File: src/design/mfc_pkg.sv
// Constants for the MMU fault checker: register map, control bits, fault codes, bus classes.
// Shared by the top module and both leaf modules.
package mfc_pkg;
  localparam logic [7:0] OFF_DOMAIN_ACCESS = 8'h00;
  localparam logic [7:0] OFF_CONTROL = 8'h04;
  localparam logic [7:0] OFF_FAULT_STATUS = 8'h08;
  localparam logic [7:0] OFF_FAULT_ADDRESS = 8'h0c;
  localparam logic [31:0] DAC_RESET = 32'h0000_0000;
  localparam logic [31:0] CTRL_RESET = 32'h0000_0000;
  localparam int CTRL_MMU_EN_BIT = 0;
  localparam int CTRL_ALIGN_BIT = 1;
  localparam int CTRL_RDONLY_BIT = 8;
  localparam int FSR_NONREC_BIT = 8;
  localparam int DESC_DOM_LSB = 5;
  localparam int SEC_AP_LSB = 10;
  localparam int SUBPAGE_AP_LSB = 4;
  localparam int NUM_DOMAINS = 16;
  localparam int SMALL_QTR_LSB = 10;
  localparam int LARGE_QTR_LSB = 14;
  localparam logic [1:0] L1_SECTION = 2'h2;
  localparam logic [1:0] L1_PAGE_TABLE = 2'h1;
  localparam logic [1:0] L2_LARGE = 2'h1;
  localparam logic [1:0] L2_SMALL = 2'h2;
  localparam logic [1:0] DOM_NO_ACCESS = 2'h0;
  localparam logic [1:0] DOM_CLIENT = 2'h1;
  localparam logic [1:0] DOM_RESERVED = 2'h2;
  localparam logic [1:0] DOM_MANAGER = 2'h3;
  localparam logic [3:0] FS_WRITE_BUF = 4'h0;
  localparam logic [3:0] FS_FILL_SEC = 4'h4;
  localparam logic [3:0] FS_FILL_PAGE = 4'h6;
  localparam logic [3:0] FS_BUS_SEC = 4'h8;
  localparam logic [3:0] FS_BUS_PAGE = 4'ha;
  localparam logic [3:0] FS_ALIGN = 4'h1;
  localparam logic [3:0] FS_WALK_L1 = 4'hc;
  localparam logic [3:0] FS_WALK_L2 = 4'he;
  localparam logic [3:0] FS_TRANS_SEC = 4'h5;
  localparam logic [3:0] FS_TRANS_PAGE = 4'h7;
  localparam logic [3:0] FS_DOM_SEC = 4'h9;
  localparam logic [3:0] FS_DOM_PAGE = 4'hb;
  localparam logic [3:0] FS_PERM_SEC = 4'hd;
  localparam logic [3:0] FS_PERM_PAGE = 4'hf;
  localparam logic [2:0] BUS_UNCACHED_RD = 3'h0;
  localparam logic [2:0] BUS_UNBUF_WR = 3'h1;
  localparam logic [2:0] BUS_L1_FETCH = 3'h2;
  localparam logic [2:0] BUS_L2_FETCH = 3'h3;
  localparam logic [2:0] BUS_LINE_FILL = 3'h4;
  localparam logic [2:0] BUS_BUF_WR = 3'h5;
  typedef enum logic [1:0] {
    MFC_IDLE = 2'b00,
    MFC_WAIT_L1 = 2'b01,
    MFC_WAIT_L2 = 2'b10
  } mfc_state_t;
endpackage

File: src/design/mfc_domain_sel.sv
// Selects one two-bit domain field from the packed domain access word.
// Purely combinational; the word comes from the register in the top module.
`timescale 1ns/1ps
module mfc_domain_sel (
  // Packed fields and selector
  input wire logic [31:0] dac,
  input wire logic [3:0] dom,
  // Selected field
  output logic [1:0] field
);
  import mfc_pkg::*;
  logic [1:0] fields [NUM_DOMAINS];
  for (genvar n = 0; n < NUM_DOMAINS; n++) begin : g_dom
    assign fields[n] = dac[2*n+1:2*n];
  end
  assign field = fields[dom];
endmodule

File: src/design/mfc_perm_check.sv
// Access-permission decode for one two-bit permission field.
// Assumes the caller has already selected the field for the access.
`timescale 1ns/1ps
module mfc_perm_check (
  // Field and mode
  input wire logic [1:0] ap,
  input wire logic rdonly,
  input wire logic user,
  input wire logic write,
  // Verdict
  output logic allowed
);
  import mfc_pkg::*;
  always_comb begin
    case (ap)
      2'h0: allowed = rdonly && !user && !write;
      2'h1: allowed = !user;
      2'h2: allowed = !user || !write;
      default: allowed = 1'b1;
    endcase
  end
endmodule

File: src/design/mfc_top.sv
// MMU fault checker: alignment, translation, domain and permission checks, fault
// recording and external-abort handling. Assumes a core that offers one access at a time
// and a bus side that reports the class of the external access under way.
//
// Behaviour
// - Each fault source records its own four-bit status code.
// - Undefined status and domain bits read back as zero here.
// - Simultaneous aborts record only the highest-priority source.
// - Section translation fault records bits 8:5 of the invalid entry.
// - Write-buffer bus error is not restartable; address is first aborted operation.
// - Line-fill error domain and address are valid only on word zero.
// - Sixteen two-bit domain fields packed in one 32-bit register.
// - Domain field 00 or 10 raises a section or page domain fault.
// - Client fields are permission-checked; manager fields never are.
// - With alignment check on, unaligned data word accesses fault.
// - Instruction fetches and byte accesses never raise alignment faults.
// - Alignment fault aborts at once, skipping all further checks.
// - Descriptor or page entry type 00 or 11 raises a translation fault.
// - Level-one domain field selects the domain, checked at descriptor return.
// - Permission check runs with the domain check, only for client domains.
// - Section permission uses its bits and the read-only control bit.
// - Pages select one of four sub-page fields by address quarter.
// - Restartable external aborts stop the bus access on the next cycle; here bus_stop rises one cycle after the abort clears the two-flop synchroniser.
// - An aborted locked read cancels the following write.
// - Word-zero fill abort leaves cache untouched; the fill runs to its end.
// - Buffered-write abort is recorded non-recoverable; the burst completes.
// - Permission field: 00 none or privileged read, 01 privileged, 10 user read, 11 all.
// - Prefetch aborts leave fault status and fault address unchanged.
// - Violations are found before the external access starts, which is suppressed.
//
// Our own choices: the strobed register port and the register offsets.
`timescale 1ns/1ps
module mfc_top (
  // Clock and reset
  input wire logic sys_clk,
  input wire logic rst_n,
  // Register port
  input wire logic [7:0] reg_addr,
  input wire logic [31:0] reg_wdata,
  input wire logic reg_wr,
  input wire logic reg_rd,
  output logic [31:0] reg_rdata,
  // Core access request
  input wire logic acc_req,
  input wire logic [31:0] acc_addr,
  input wire logic acc_write,
  input wire logic acc_byte,
  input wire logic acc_instr,
  input wire logic acc_user,
  // Descriptor returns
  input wire logic l1_ready,
  input wire logic [31:0] l1_desc,
  input wire logic l2_ready,
  input wire logic [31:0] l2_desc,
  // Check outcome
  output logic acc_go,
  output logic abort_data,
  output logic abort_prefetch,
  // External bus status
  input wire logic ext_abort,
  input wire logic bus_active,
  input wire logic [2:0] bus_class,
  input wire logic [1:0] bus_word,
  input wire logic bus_page,
  input wire logic bus_locked,
  input wire logic [3:0] bus_domain,
  input wire logic [31:0] bus_vaddr,
  // Bus reactions
  output logic bus_stop,
  output logic lock_write_cancel,
  output logic fill_discard,
  output logic ext_abort_data
);
  import mfc_pkg::*;

  logic [31:0] dac_r;
  logic [31:0] ctrl_r;
  logic [3:0] fs_code_r;
  logic [3:0] fs_dom_r;
  logic fs_nonrec_r;
  logic [31:0] far_r;
  logic [31:0] rdata_r;
  mfc_state_t state_r;
  mfc_state_t state_nxt;
  logic [31:0] addr_r;
  logic write_r, instr_r, user_r;
  logic [3:0] dom_r;
  logic go_r, abort_d_r, abort_p_r;
  logic stop_r, lock_cancel_r, discard_r, ext_data_r;
  logic abort_sync1_r, abort_sync2_r;
  logic [43:0] bus_d1_r, bus_d2_r;

  // Register port.
  always_ff @(posedge sys_clk) begin
    if (!rst_n) begin
      dac_r <= DAC_RESET;
      ctrl_r <= CTRL_RESET;
    end else if (reg_wr) begin
      if (reg_addr == OFF_DOMAIN_ACCESS) dac_r <= reg_wdata;
      if (reg_addr == OFF_CONTROL) ctrl_r <= reg_wdata;
    end
  end

  always_ff @(posedge sys_clk) begin
    if (!rst_n) begin
      rdata_r <= 32'h0000_0000;
    end else if (reg_rd) begin
      case (reg_addr)
        OFF_DOMAIN_ACCESS: rdata_r <= dac_r;
        OFF_CONTROL: rdata_r <= ctrl_r;
        OFF_FAULT_STATUS: rdata_r <= {23'h000000, fs_nonrec_r, fs_dom_r, fs_code_r};
        OFF_FAULT_ADDRESS: rdata_r <= far_r;
        default: rdata_r <= 32'h0000_0000;
      endcase
    end else begin
      rdata_r <= 32'h0000_0000;
    end
  end

  wire mmu_en = ctrl_r[CTRL_MMU_EN_BIT];
  wire rdonly = ctrl_r[CTRL_RDONLY_BIT];

  // External abort pin passes two flip-flops; bus status is delayed to stay aligned.
  always_ff @(posedge sys_clk) begin
    if (!rst_n) begin
      abort_sync1_r <= 1'b0;
      abort_sync2_r <= 1'b0;
      bus_d1_r <= 44'h000_0000_0000;
      bus_d2_r <= 44'h000_0000_0000;
    end else begin
      abort_sync1_r <= ext_abort;
      abort_sync2_r <= abort_sync1_r;
      bus_d1_r <= {bus_active, bus_class, bus_word, bus_page, bus_locked, bus_domain, bus_vaddr};
      bus_d2_r <= bus_d1_r;
    end
  end

  wire b_active = bus_d2_r[43];
  wire [2:0] b_class = bus_d2_r[42:40];
  wire [1:0] b_word = bus_d2_r[39:38];
  wire b_page = bus_d2_r[37];
  wire b_locked = bus_d2_r[36];
  wire [3:0] b_dom = bus_d2_r[35:32];
  wire [31:0] b_vaddr = bus_d2_r[31:0];
  wire ext_evt = abort_sync2_r && b_active;

  wire b_restartable = (b_class == BUS_UNCACHED_RD) || (b_class == BUS_UNBUF_WR) ||
                       (b_class == BUS_L1_FETCH) || (b_class == BUS_L2_FETCH);

  // External abort status code by class.
  logic [3:0] ext_code;
  always_comb begin
    case (b_class)
      BUS_BUF_WR: ext_code = FS_WRITE_BUF;
      BUS_LINE_FILL: ext_code = b_page ? FS_FILL_PAGE : FS_FILL_SEC;
      BUS_L1_FETCH: ext_code = FS_WALK_L1;
      BUS_L2_FETCH: ext_code = FS_WALK_L2;
      default: ext_code = b_page ? FS_BUS_PAGE : FS_BUS_SEC;
    endcase
  end

  // Selected domain and permission verdicts.
  wire l1_sec = (l1_desc[1:0] == L1_SECTION);
  wire l1_pt = (l1_desc[1:0] == L1_PAGE_TABLE);
  wire l2_ok = (l2_desc[1:0] == L2_LARGE) || (l2_desc[1:0] == L2_SMALL);
  wire [3:0] l1_dom = l1_desc[DESC_DOM_LSB+3:DESC_DOM_LSB];
  logic [3:0] dom_sel;
  logic [1:0] dom_field;
  assign dom_sel = (state_r == MFC_WAIT_L2) ? dom_r : l1_dom;

  mfc_domain_sel u_dom (
    .dac(dac_r),
    .dom(dom_sel),
    .field(dom_field)
  );

  wire [1:0] qtr = (l2_desc[1:0] == L2_SMALL) ? addr_r[SMALL_QTR_LSB+1:SMALL_QTR_LSB] :
                   addr_r[LARGE_QTR_LSB+1:LARGE_QTR_LSB];
  wire [1:0] sub_ap = l2_desc[SUBPAGE_AP_LSB + 2*qtr +: 2];
  wire [1:0] perm_ap = (state_r == MFC_WAIT_L2) ? sub_ap : l1_desc[SEC_AP_LSB+1:SEC_AP_LSB];
  logic perm_ok;

  mfc_perm_check u_perm (
    .ap(perm_ap),
    .rdonly(rdonly),
    .user(user_r),
    .write(write_r),
    .allowed(perm_ok)
  );

  wire dom_bad = (dom_field == DOM_NO_ACCESS) || (dom_field == DOM_RESERVED);
  wire perm_bad = (dom_field == DOM_CLIENT) && !perm_ok;

  // no alignment fault on fetch or byte
  wire align_bad = ctrl_r[CTRL_ALIGN_BIT] && !acc_instr && !acc_byte && (acc_addr[1:0] != 2'h0);

  // Fault decision for the current step.
  logic dec_fault, dec_go;
  logic [3:0] dec_code, dec_dom;
  always_comb begin
    dec_fault = 1'b0;
    dec_go = 1'b0;
    dec_code = FS_ALIGN;
    dec_dom = 4'h0;
    state_nxt = state_r;
    case (state_r)
      MFC_IDLE: begin
        if (acc_req) begin
          if (align_bad) begin
            dec_fault = 1'b1;
          end else if (mmu_en) begin
            state_nxt = MFC_WAIT_L1;
          end else begin
            dec_go = 1'b1;
          end
        end
      end
      MFC_WAIT_L1: begin
        if (l1_ready) begin
          dec_dom = l1_dom;
          if (!l1_sec && !l1_pt) begin
            dec_fault = 1'b1;
            dec_code = FS_TRANS_SEC;
            state_nxt = MFC_IDLE;
          end else if (l1_pt) begin
            state_nxt = MFC_WAIT_L2;
          end else if (dom_bad) begin
            dec_fault = 1'b1;
            dec_code = FS_DOM_SEC;
            state_nxt = MFC_IDLE;
          end else if (perm_bad) begin
            dec_fault = 1'b1;
            dec_code = FS_PERM_SEC;
            state_nxt = MFC_IDLE;
          end else begin
            dec_go = 1'b1;
            state_nxt = MFC_IDLE;
          end
        end
      end
      MFC_WAIT_L2: begin
        if (l2_ready) begin
          dec_dom = dom_r;
          state_nxt = MFC_IDLE;
          if (!l2_ok) begin
            dec_fault = 1'b1;
            dec_code = FS_TRANS_PAGE;
          end else if (dom_bad) begin
            dec_fault = 1'b1;
            dec_code = FS_DOM_PAGE;
          end else if (perm_bad) begin
            dec_fault = 1'b1;
            dec_code = FS_PERM_PAGE;
          end else begin
            dec_go = 1'b1;
          end
        end
      end
      default: state_nxt = MFC_IDLE;
    endcase
  end

  wire dec_instr = (state_r == MFC_IDLE) ? acc_instr : instr_r;
  wire [31:0] dec_addr = (state_r == MFC_IDLE) ? acc_addr : addr_r;

  // Sequencer and access context.
  always_ff @(posedge sys_clk) begin
    if (!rst_n) begin
      state_r <= MFC_IDLE;
      addr_r <= 32'h0000_0000;
      write_r <= 1'b0;
      instr_r <= 1'b0;
      user_r <= 1'b0;
      dom_r <= 4'h0;
    end else begin
      state_r <= state_nxt;
      if (state_r == MFC_IDLE && acc_req) begin
        addr_r <= acc_addr;
        write_r <= acc_write;
        instr_r <= acc_instr;
        user_r <= acc_user;
      end
      if (state_r == MFC_WAIT_L1 && l1_ready) dom_r <= l1_dom;
    end
  end

  always_ff @(posedge sys_clk) begin
    if (!rst_n) begin
      go_r <= 1'b0;
      abort_d_r <= 1'b0;
      abort_p_r <= 1'b0;
    end else begin
      go_r <= dec_go;
      abort_d_r <= dec_fault && !dec_instr;
      abort_p_r <= dec_fault && dec_instr;
    end
  end

  // Fault status and address capture; external aborts outrank MMU faults.
  always_ff @(posedge sys_clk) begin
    if (!rst_n) begin
      fs_code_r <= 4'h0;
      fs_dom_r <= 4'h0;
      fs_nonrec_r <= 1'b0;
      far_r <= 32'h0000_0000;
    end else if (ext_evt) begin
      fs_code_r <= ext_code;
      fs_dom_r <= (b_class == BUS_BUF_WR || b_class == BUS_L1_FETCH) ? 4'h0 : b_dom;
      // captured even when not word zero
      far_r <= b_vaddr;
      fs_nonrec_r <= (b_class == BUS_BUF_WR);
    end else if (dec_fault && !dec_instr) begin
      fs_code_r <= dec_code;
      fs_dom_r <= dec_dom;
      far_r <= dec_addr;
      fs_nonrec_r <= 1'b0;
    end
  end

  // External abort reactions.
  always_ff @(posedge sys_clk) begin
    if (!rst_n) begin
      stop_r <= 1'b0;
      lock_cancel_r <= 1'b0;
      discard_r <= 1'b0;
      ext_data_r <= 1'b0;
    end else begin
      stop_r <= ext_evt && b_restartable;
      if (ext_evt && b_locked && b_class == BUS_UNCACHED_RD) lock_cancel_r <= 1'b1;
      else if (!bus_locked) lock_cancel_r <= 1'b0;
      if (ext_evt && b_class == BUS_LINE_FILL && b_word == 2'h0) discard_r <= 1'b1;
      else if (!bus_active) discard_r <= 1'b0;
      ext_data_r <= ext_evt;
    end
  end

  assign reg_rdata = rdata_r;
  assign acc_go = go_r;
  assign abort_data = abort_d_r;
  assign abort_prefetch = abort_p_r;
  assign bus_stop = stop_r;
  assign lock_write_cancel = lock_cancel_r;
  assign fill_discard = discard_r;
  assign ext_abort_data = ext_data_r;
endmodule

File: config.mk
export PLATFORM = sky130hd
export DESIGN_NAME = mfc_top
export DESIGN_NICKNAME = d
export VERILOG_FILES = /design/src/design/mfc_pkg.sv /design/src/design/mfc_domain_sel.sv /design/src/design/mfc_perm_check.sv /design/src/design/mfc_top.sv
export SDC_FILE = /design/constraint.sdc
export NUM_CORES = 1
export LEC_CHECK = 0
export CAP_MARGIN = 5
export CORE_MARGIN = 3
export CORE_UTILIZATION = 45
export CTS_BUF_LIST = sky130_fd_sc_hd__clkbuf_4
export CTS_CLUSTER_DIAMETER = 150
export DETAILED_ROUTE_END_ITERATION = 7
export DONT_BUFFER_PORTS = 1
export PLACE_DENSITY = 0.71
export SLEW_MARGIN = 20
export SYNTH_ARGS = -nofsm -noshare
export SYNTH_HDL_FRONTEND = slang
export SYNTH_SLANG_ARGS = --single-unit
export TNS_END_PERCENT = 30
File: constraint.sdc
create_clock -name sys_clk -period 5.45 [get_ports sys_clk]
set_clock_uncertainty 0.1 [all_clocks]
set_input_delay 1.09 -clock sys_clk [delete_from_list [all_inputs] [get_ports sys_clk]]
set_output_delay 1.09 -clock sys_clk [all_outputs]
set_load 0.02 [all_outputs]
==> out/metrics.csv <==
metric,value,unit
status,"complete, no violations",
ff2ff_path_depth,10,
cp.arrival,4.68,ns
min_from,bus_d2_r[38],
cpLargestDelayFamily,multiplexers,
crit_buf_inv,2,
synthArstFlopShare,0,
endpoint,far_r[26],
clock_latency,0.67,ns
numCtsBuffers,75,
reg2reg_from,state_r[0],
vias_per_cell,5.73,
die_x,170,um
setup_tns,0,ns
fin_crit_sh,0.781,
crit_cells,10,
postCtsResizedCells,0,
max_slew_margin,0.495,
slowest_stage,mux2i_2,
cts_buffer_depth,3,
cts.htree.levels,3,
initial_core_util,0.461,
critPathKind,flip-flop to flip-flop,
combPwrFrac,0.059,
final_core_util,0.502,
rsz0062_at_grt,no,
path_max_fanout,19,
placed_area,12300,um^2
setup_viol,0,
worst_slew_pin_slew,0.755,ns
vias,10162,
syn_avg_cell_area,8.62,um^2
drv_slew,0,
hold_viol_final,0,
powerDensity,316,nW/um^2
slowest_delay,0.67,ns
portBuffers,0,
r2r_end,far_r[26],
grt_pass1_wl,52.6,mm
cts_setup_buffers,0,
ant_nets,0,
intPower,0.00318,W
cap_violations,0,
crit_chain,"inv_1, ha_1, mux2i_2, mux4_2, a22oi_1, and2_1, buf_4, a21oi_1, nor3_1, o21ai_1",
placed_cells,1647,
clockPowerShare,0.437,
fill_cells,2494,
finalWirelength,33.7,mm
worstPathRequired,5.88,ns
clock-sinks,275,
cts_root_buf,clkbuf_4,
p_sw,0.000985,W
sw_frac_of_total,0.237,
power,0.00416,W
ir_worst_vdd,0.145,mV
synth-seq-cells,275,
seq_area_frac_synth,0.455,
synth_cell_types,55,
cts.clk_slew.worst_paths,0.06,ns
rrSetupSlack,1.19,ns
rows,59,
hpwlAfterDp,21.8,mm
ys_warn_count,0,
core_area,26300,um^2
stdcell_count,1773,
cp-end-kind,flip-flop,
drt-pass1-iter-count,6,
overflow,0,
leakage,4.63,nW
grt_pass1_vias,9561,
max_freq,235,MHz
die_height,170,um
syn2layout_area_growth,8.95,%
stdcell_area,13200,um^2
startpoint,state_r[0],
power_frac_seq,0.504,
fin_crit,4.26,ns
cts_tree,done,
layout.nets,1587,
dieArea,28900,um^2
drt_iter0_drc,1247,
ctsHoldBuffers,0,
antenna_found_initial,1,
synthFlopType,dfxtp_1,
syn_nets,1602,
place.gp.congestion,0.897,
cp-start-kind,flip-flop,
netlist_area,12100,um^2
drive_gt1_frac,0.156,
grt_max_degree,246,
synth_edf_count,0,
track_usage,0.228,
drc,0,
syn-instance-count,1404,
ios,231,
drt-wirelength-per-cell,19.0,um
hold_path_class,flip-flop to flip-flop,
[cell families after synthesis]
group                    share of synthesized area
buffers and inverters                       0.0392
adder cells (fa/ha/maj)                    0.00620
flip-flops                                   0.455
AO/OA/AOI/OAI                                0.162
AND/OR/NAND/NOR                              0.241
multiplexers                                0.0968
[cell type report]
class | count | area, um^2 | area share
multi-input cells | 1009 | 6150 | 0.466
flip-flops and latches | 275 | 5510 | 0.417
diodes | 1 | 2.50 | 0.000190
well taps | 335 | 419 | 0.0318
clock inverters | 16 | 114 | 0.00863
clock buffers | 109 | 818 | 0.0620
inverters | 8 | 30.0 | 0.00228
repair buffers | 20 | 150 | 0.0114
[registers in the layout, indices dropped and copies added (netlist names), 2 cells and up]
| name | cells |
|---|---|
| far_r | 32 |
| reg_rdata | 32 |
| bus_d1_r | 44 |
| state_r | 2 |
| addr_r | 32 |
| fs_dom_r | 4 |
| dom_r | 4 |
| bus_d2_r | 44 |
| fs_code_r | 4 |
| dac_r | 32 |
| ctrl_r | 32 |
[through the flow]
| step | hold slack, ns | setup slack (ns) |
|---|---|---|
| after floorplan | 0.282 | 1.99 |
| after global placement | 0.288 | 1.29 |
| after detailed placement | 0.292 | 1.25 |
| after CTS | 0.296 | 1.22 |
| after global routing | 0.325 | 0.992 |
| final | 0.292 | 1.19 |
[worst min-delay path by stage]
stage,to,slack [ns],cells past startpoint
2_1_floorplan,fill_discard,0.28,1
3_3_place_gp,fill_discard,0.29,1
3_5_place_dp,fill_discard,0.29,1
4_1_cts,fill_discard,0.30,1
5_1_grt,bus_d2_r[37],0.32,1
6_report,fill_discard,0.29,1
[power by group through the flow]
stage	combinational [W]	sequential [W]	clock [W]
3_3_place_gp	0.000241	0.00214	0
3_5_place_dp	0.000246	0.00214	0
6_report	0.000247	0.00210	0.00182
2_1_floorplan	0.000217	0.00213	0
5_1_grt	0.000271	0.00210	0.00199
4_1_cts	0.000247	0.00210	0.00188
[cells in the mapped netlist, types with 2 or more instances]
| library cell | count | area share |
|---|---|---|
| a211oi_1 | 2 | 0.0012 |
| mux4_2 | 17 | 0.032 |
| nand2b_1 | 7 | 0.0036 |
| a21oi_1 | 40 | 0.017 |
| nor2b_1 | 15 | 0.0078 |
| a21boi_0 | 85 | 0.053 |
| or4_1 | 2 | 0.0012 |
| o211ai_1 | 36 | 0.022 |
| nand2_1 | 298 | 0.092 |
| inv_1 | 8 | 0.0025 |
| clkbuf_1 | 94 | 0.029 |
| mux2i_1 | 10 | 0.0083 |
| o32ai_1 | 3 | 0.0022 |
| nand3_1 | 102 | 0.042 |
| o22ai_1 | 2 | 0.0010 |
| a31oi_1 | 2 | 0.0010 |
| nor3_1 | 67 | 0.028 |
| a21o_1 | 2 | 0.0012 |
| a21boi_1 | 19 | 0.012 |
| buf_2 | 10 | 0.0041 |
| o21ai_0 | 14 | 0.0058 |
| dfxtp_1 | 275 | 0.45 |
| a32o_1 | 2 | 0.0017 |
| ha_1 | 6 | 0.0062 |
| nor2_1 | 37 | 0.011 |
| mux2_2 | 58 | 0.054 |
| o31ai_1 | 2 | 0.0012 |
| buf_1 | 6 | 0.0019 |
| o21ai_1 | 32 | 0.013 |
| and2_1 | 96 | 0.050 |
| a22oi_1 | 31 | 0.019 |
[cells in the final DEF (no fill, tap or decap), types with 20 or more instances in the layout]
cell      synthesis  routed
and2_1           96      96
clkbuf_4          0     109
nand3_1         102     102
nor2_1           37      37
buf_4             1      20
o211ai_1         36      36
a22oi_1          31      31
nand2_1         298     297
dfxtp_1         275     275
mux2_2           58      58
a21oi_1          40      39
o21ai_1          32      32
nor3_1           67      66
a21boi_0         85      85
[per-layer routing]
metal,GRT usage,share of wire
met5,0,0
met3,0.0708,0.10
met2,0.334,0.44
met1,0.322,0.43
met4,0.0720,0.021
Power figures use the tool's default switching activity.
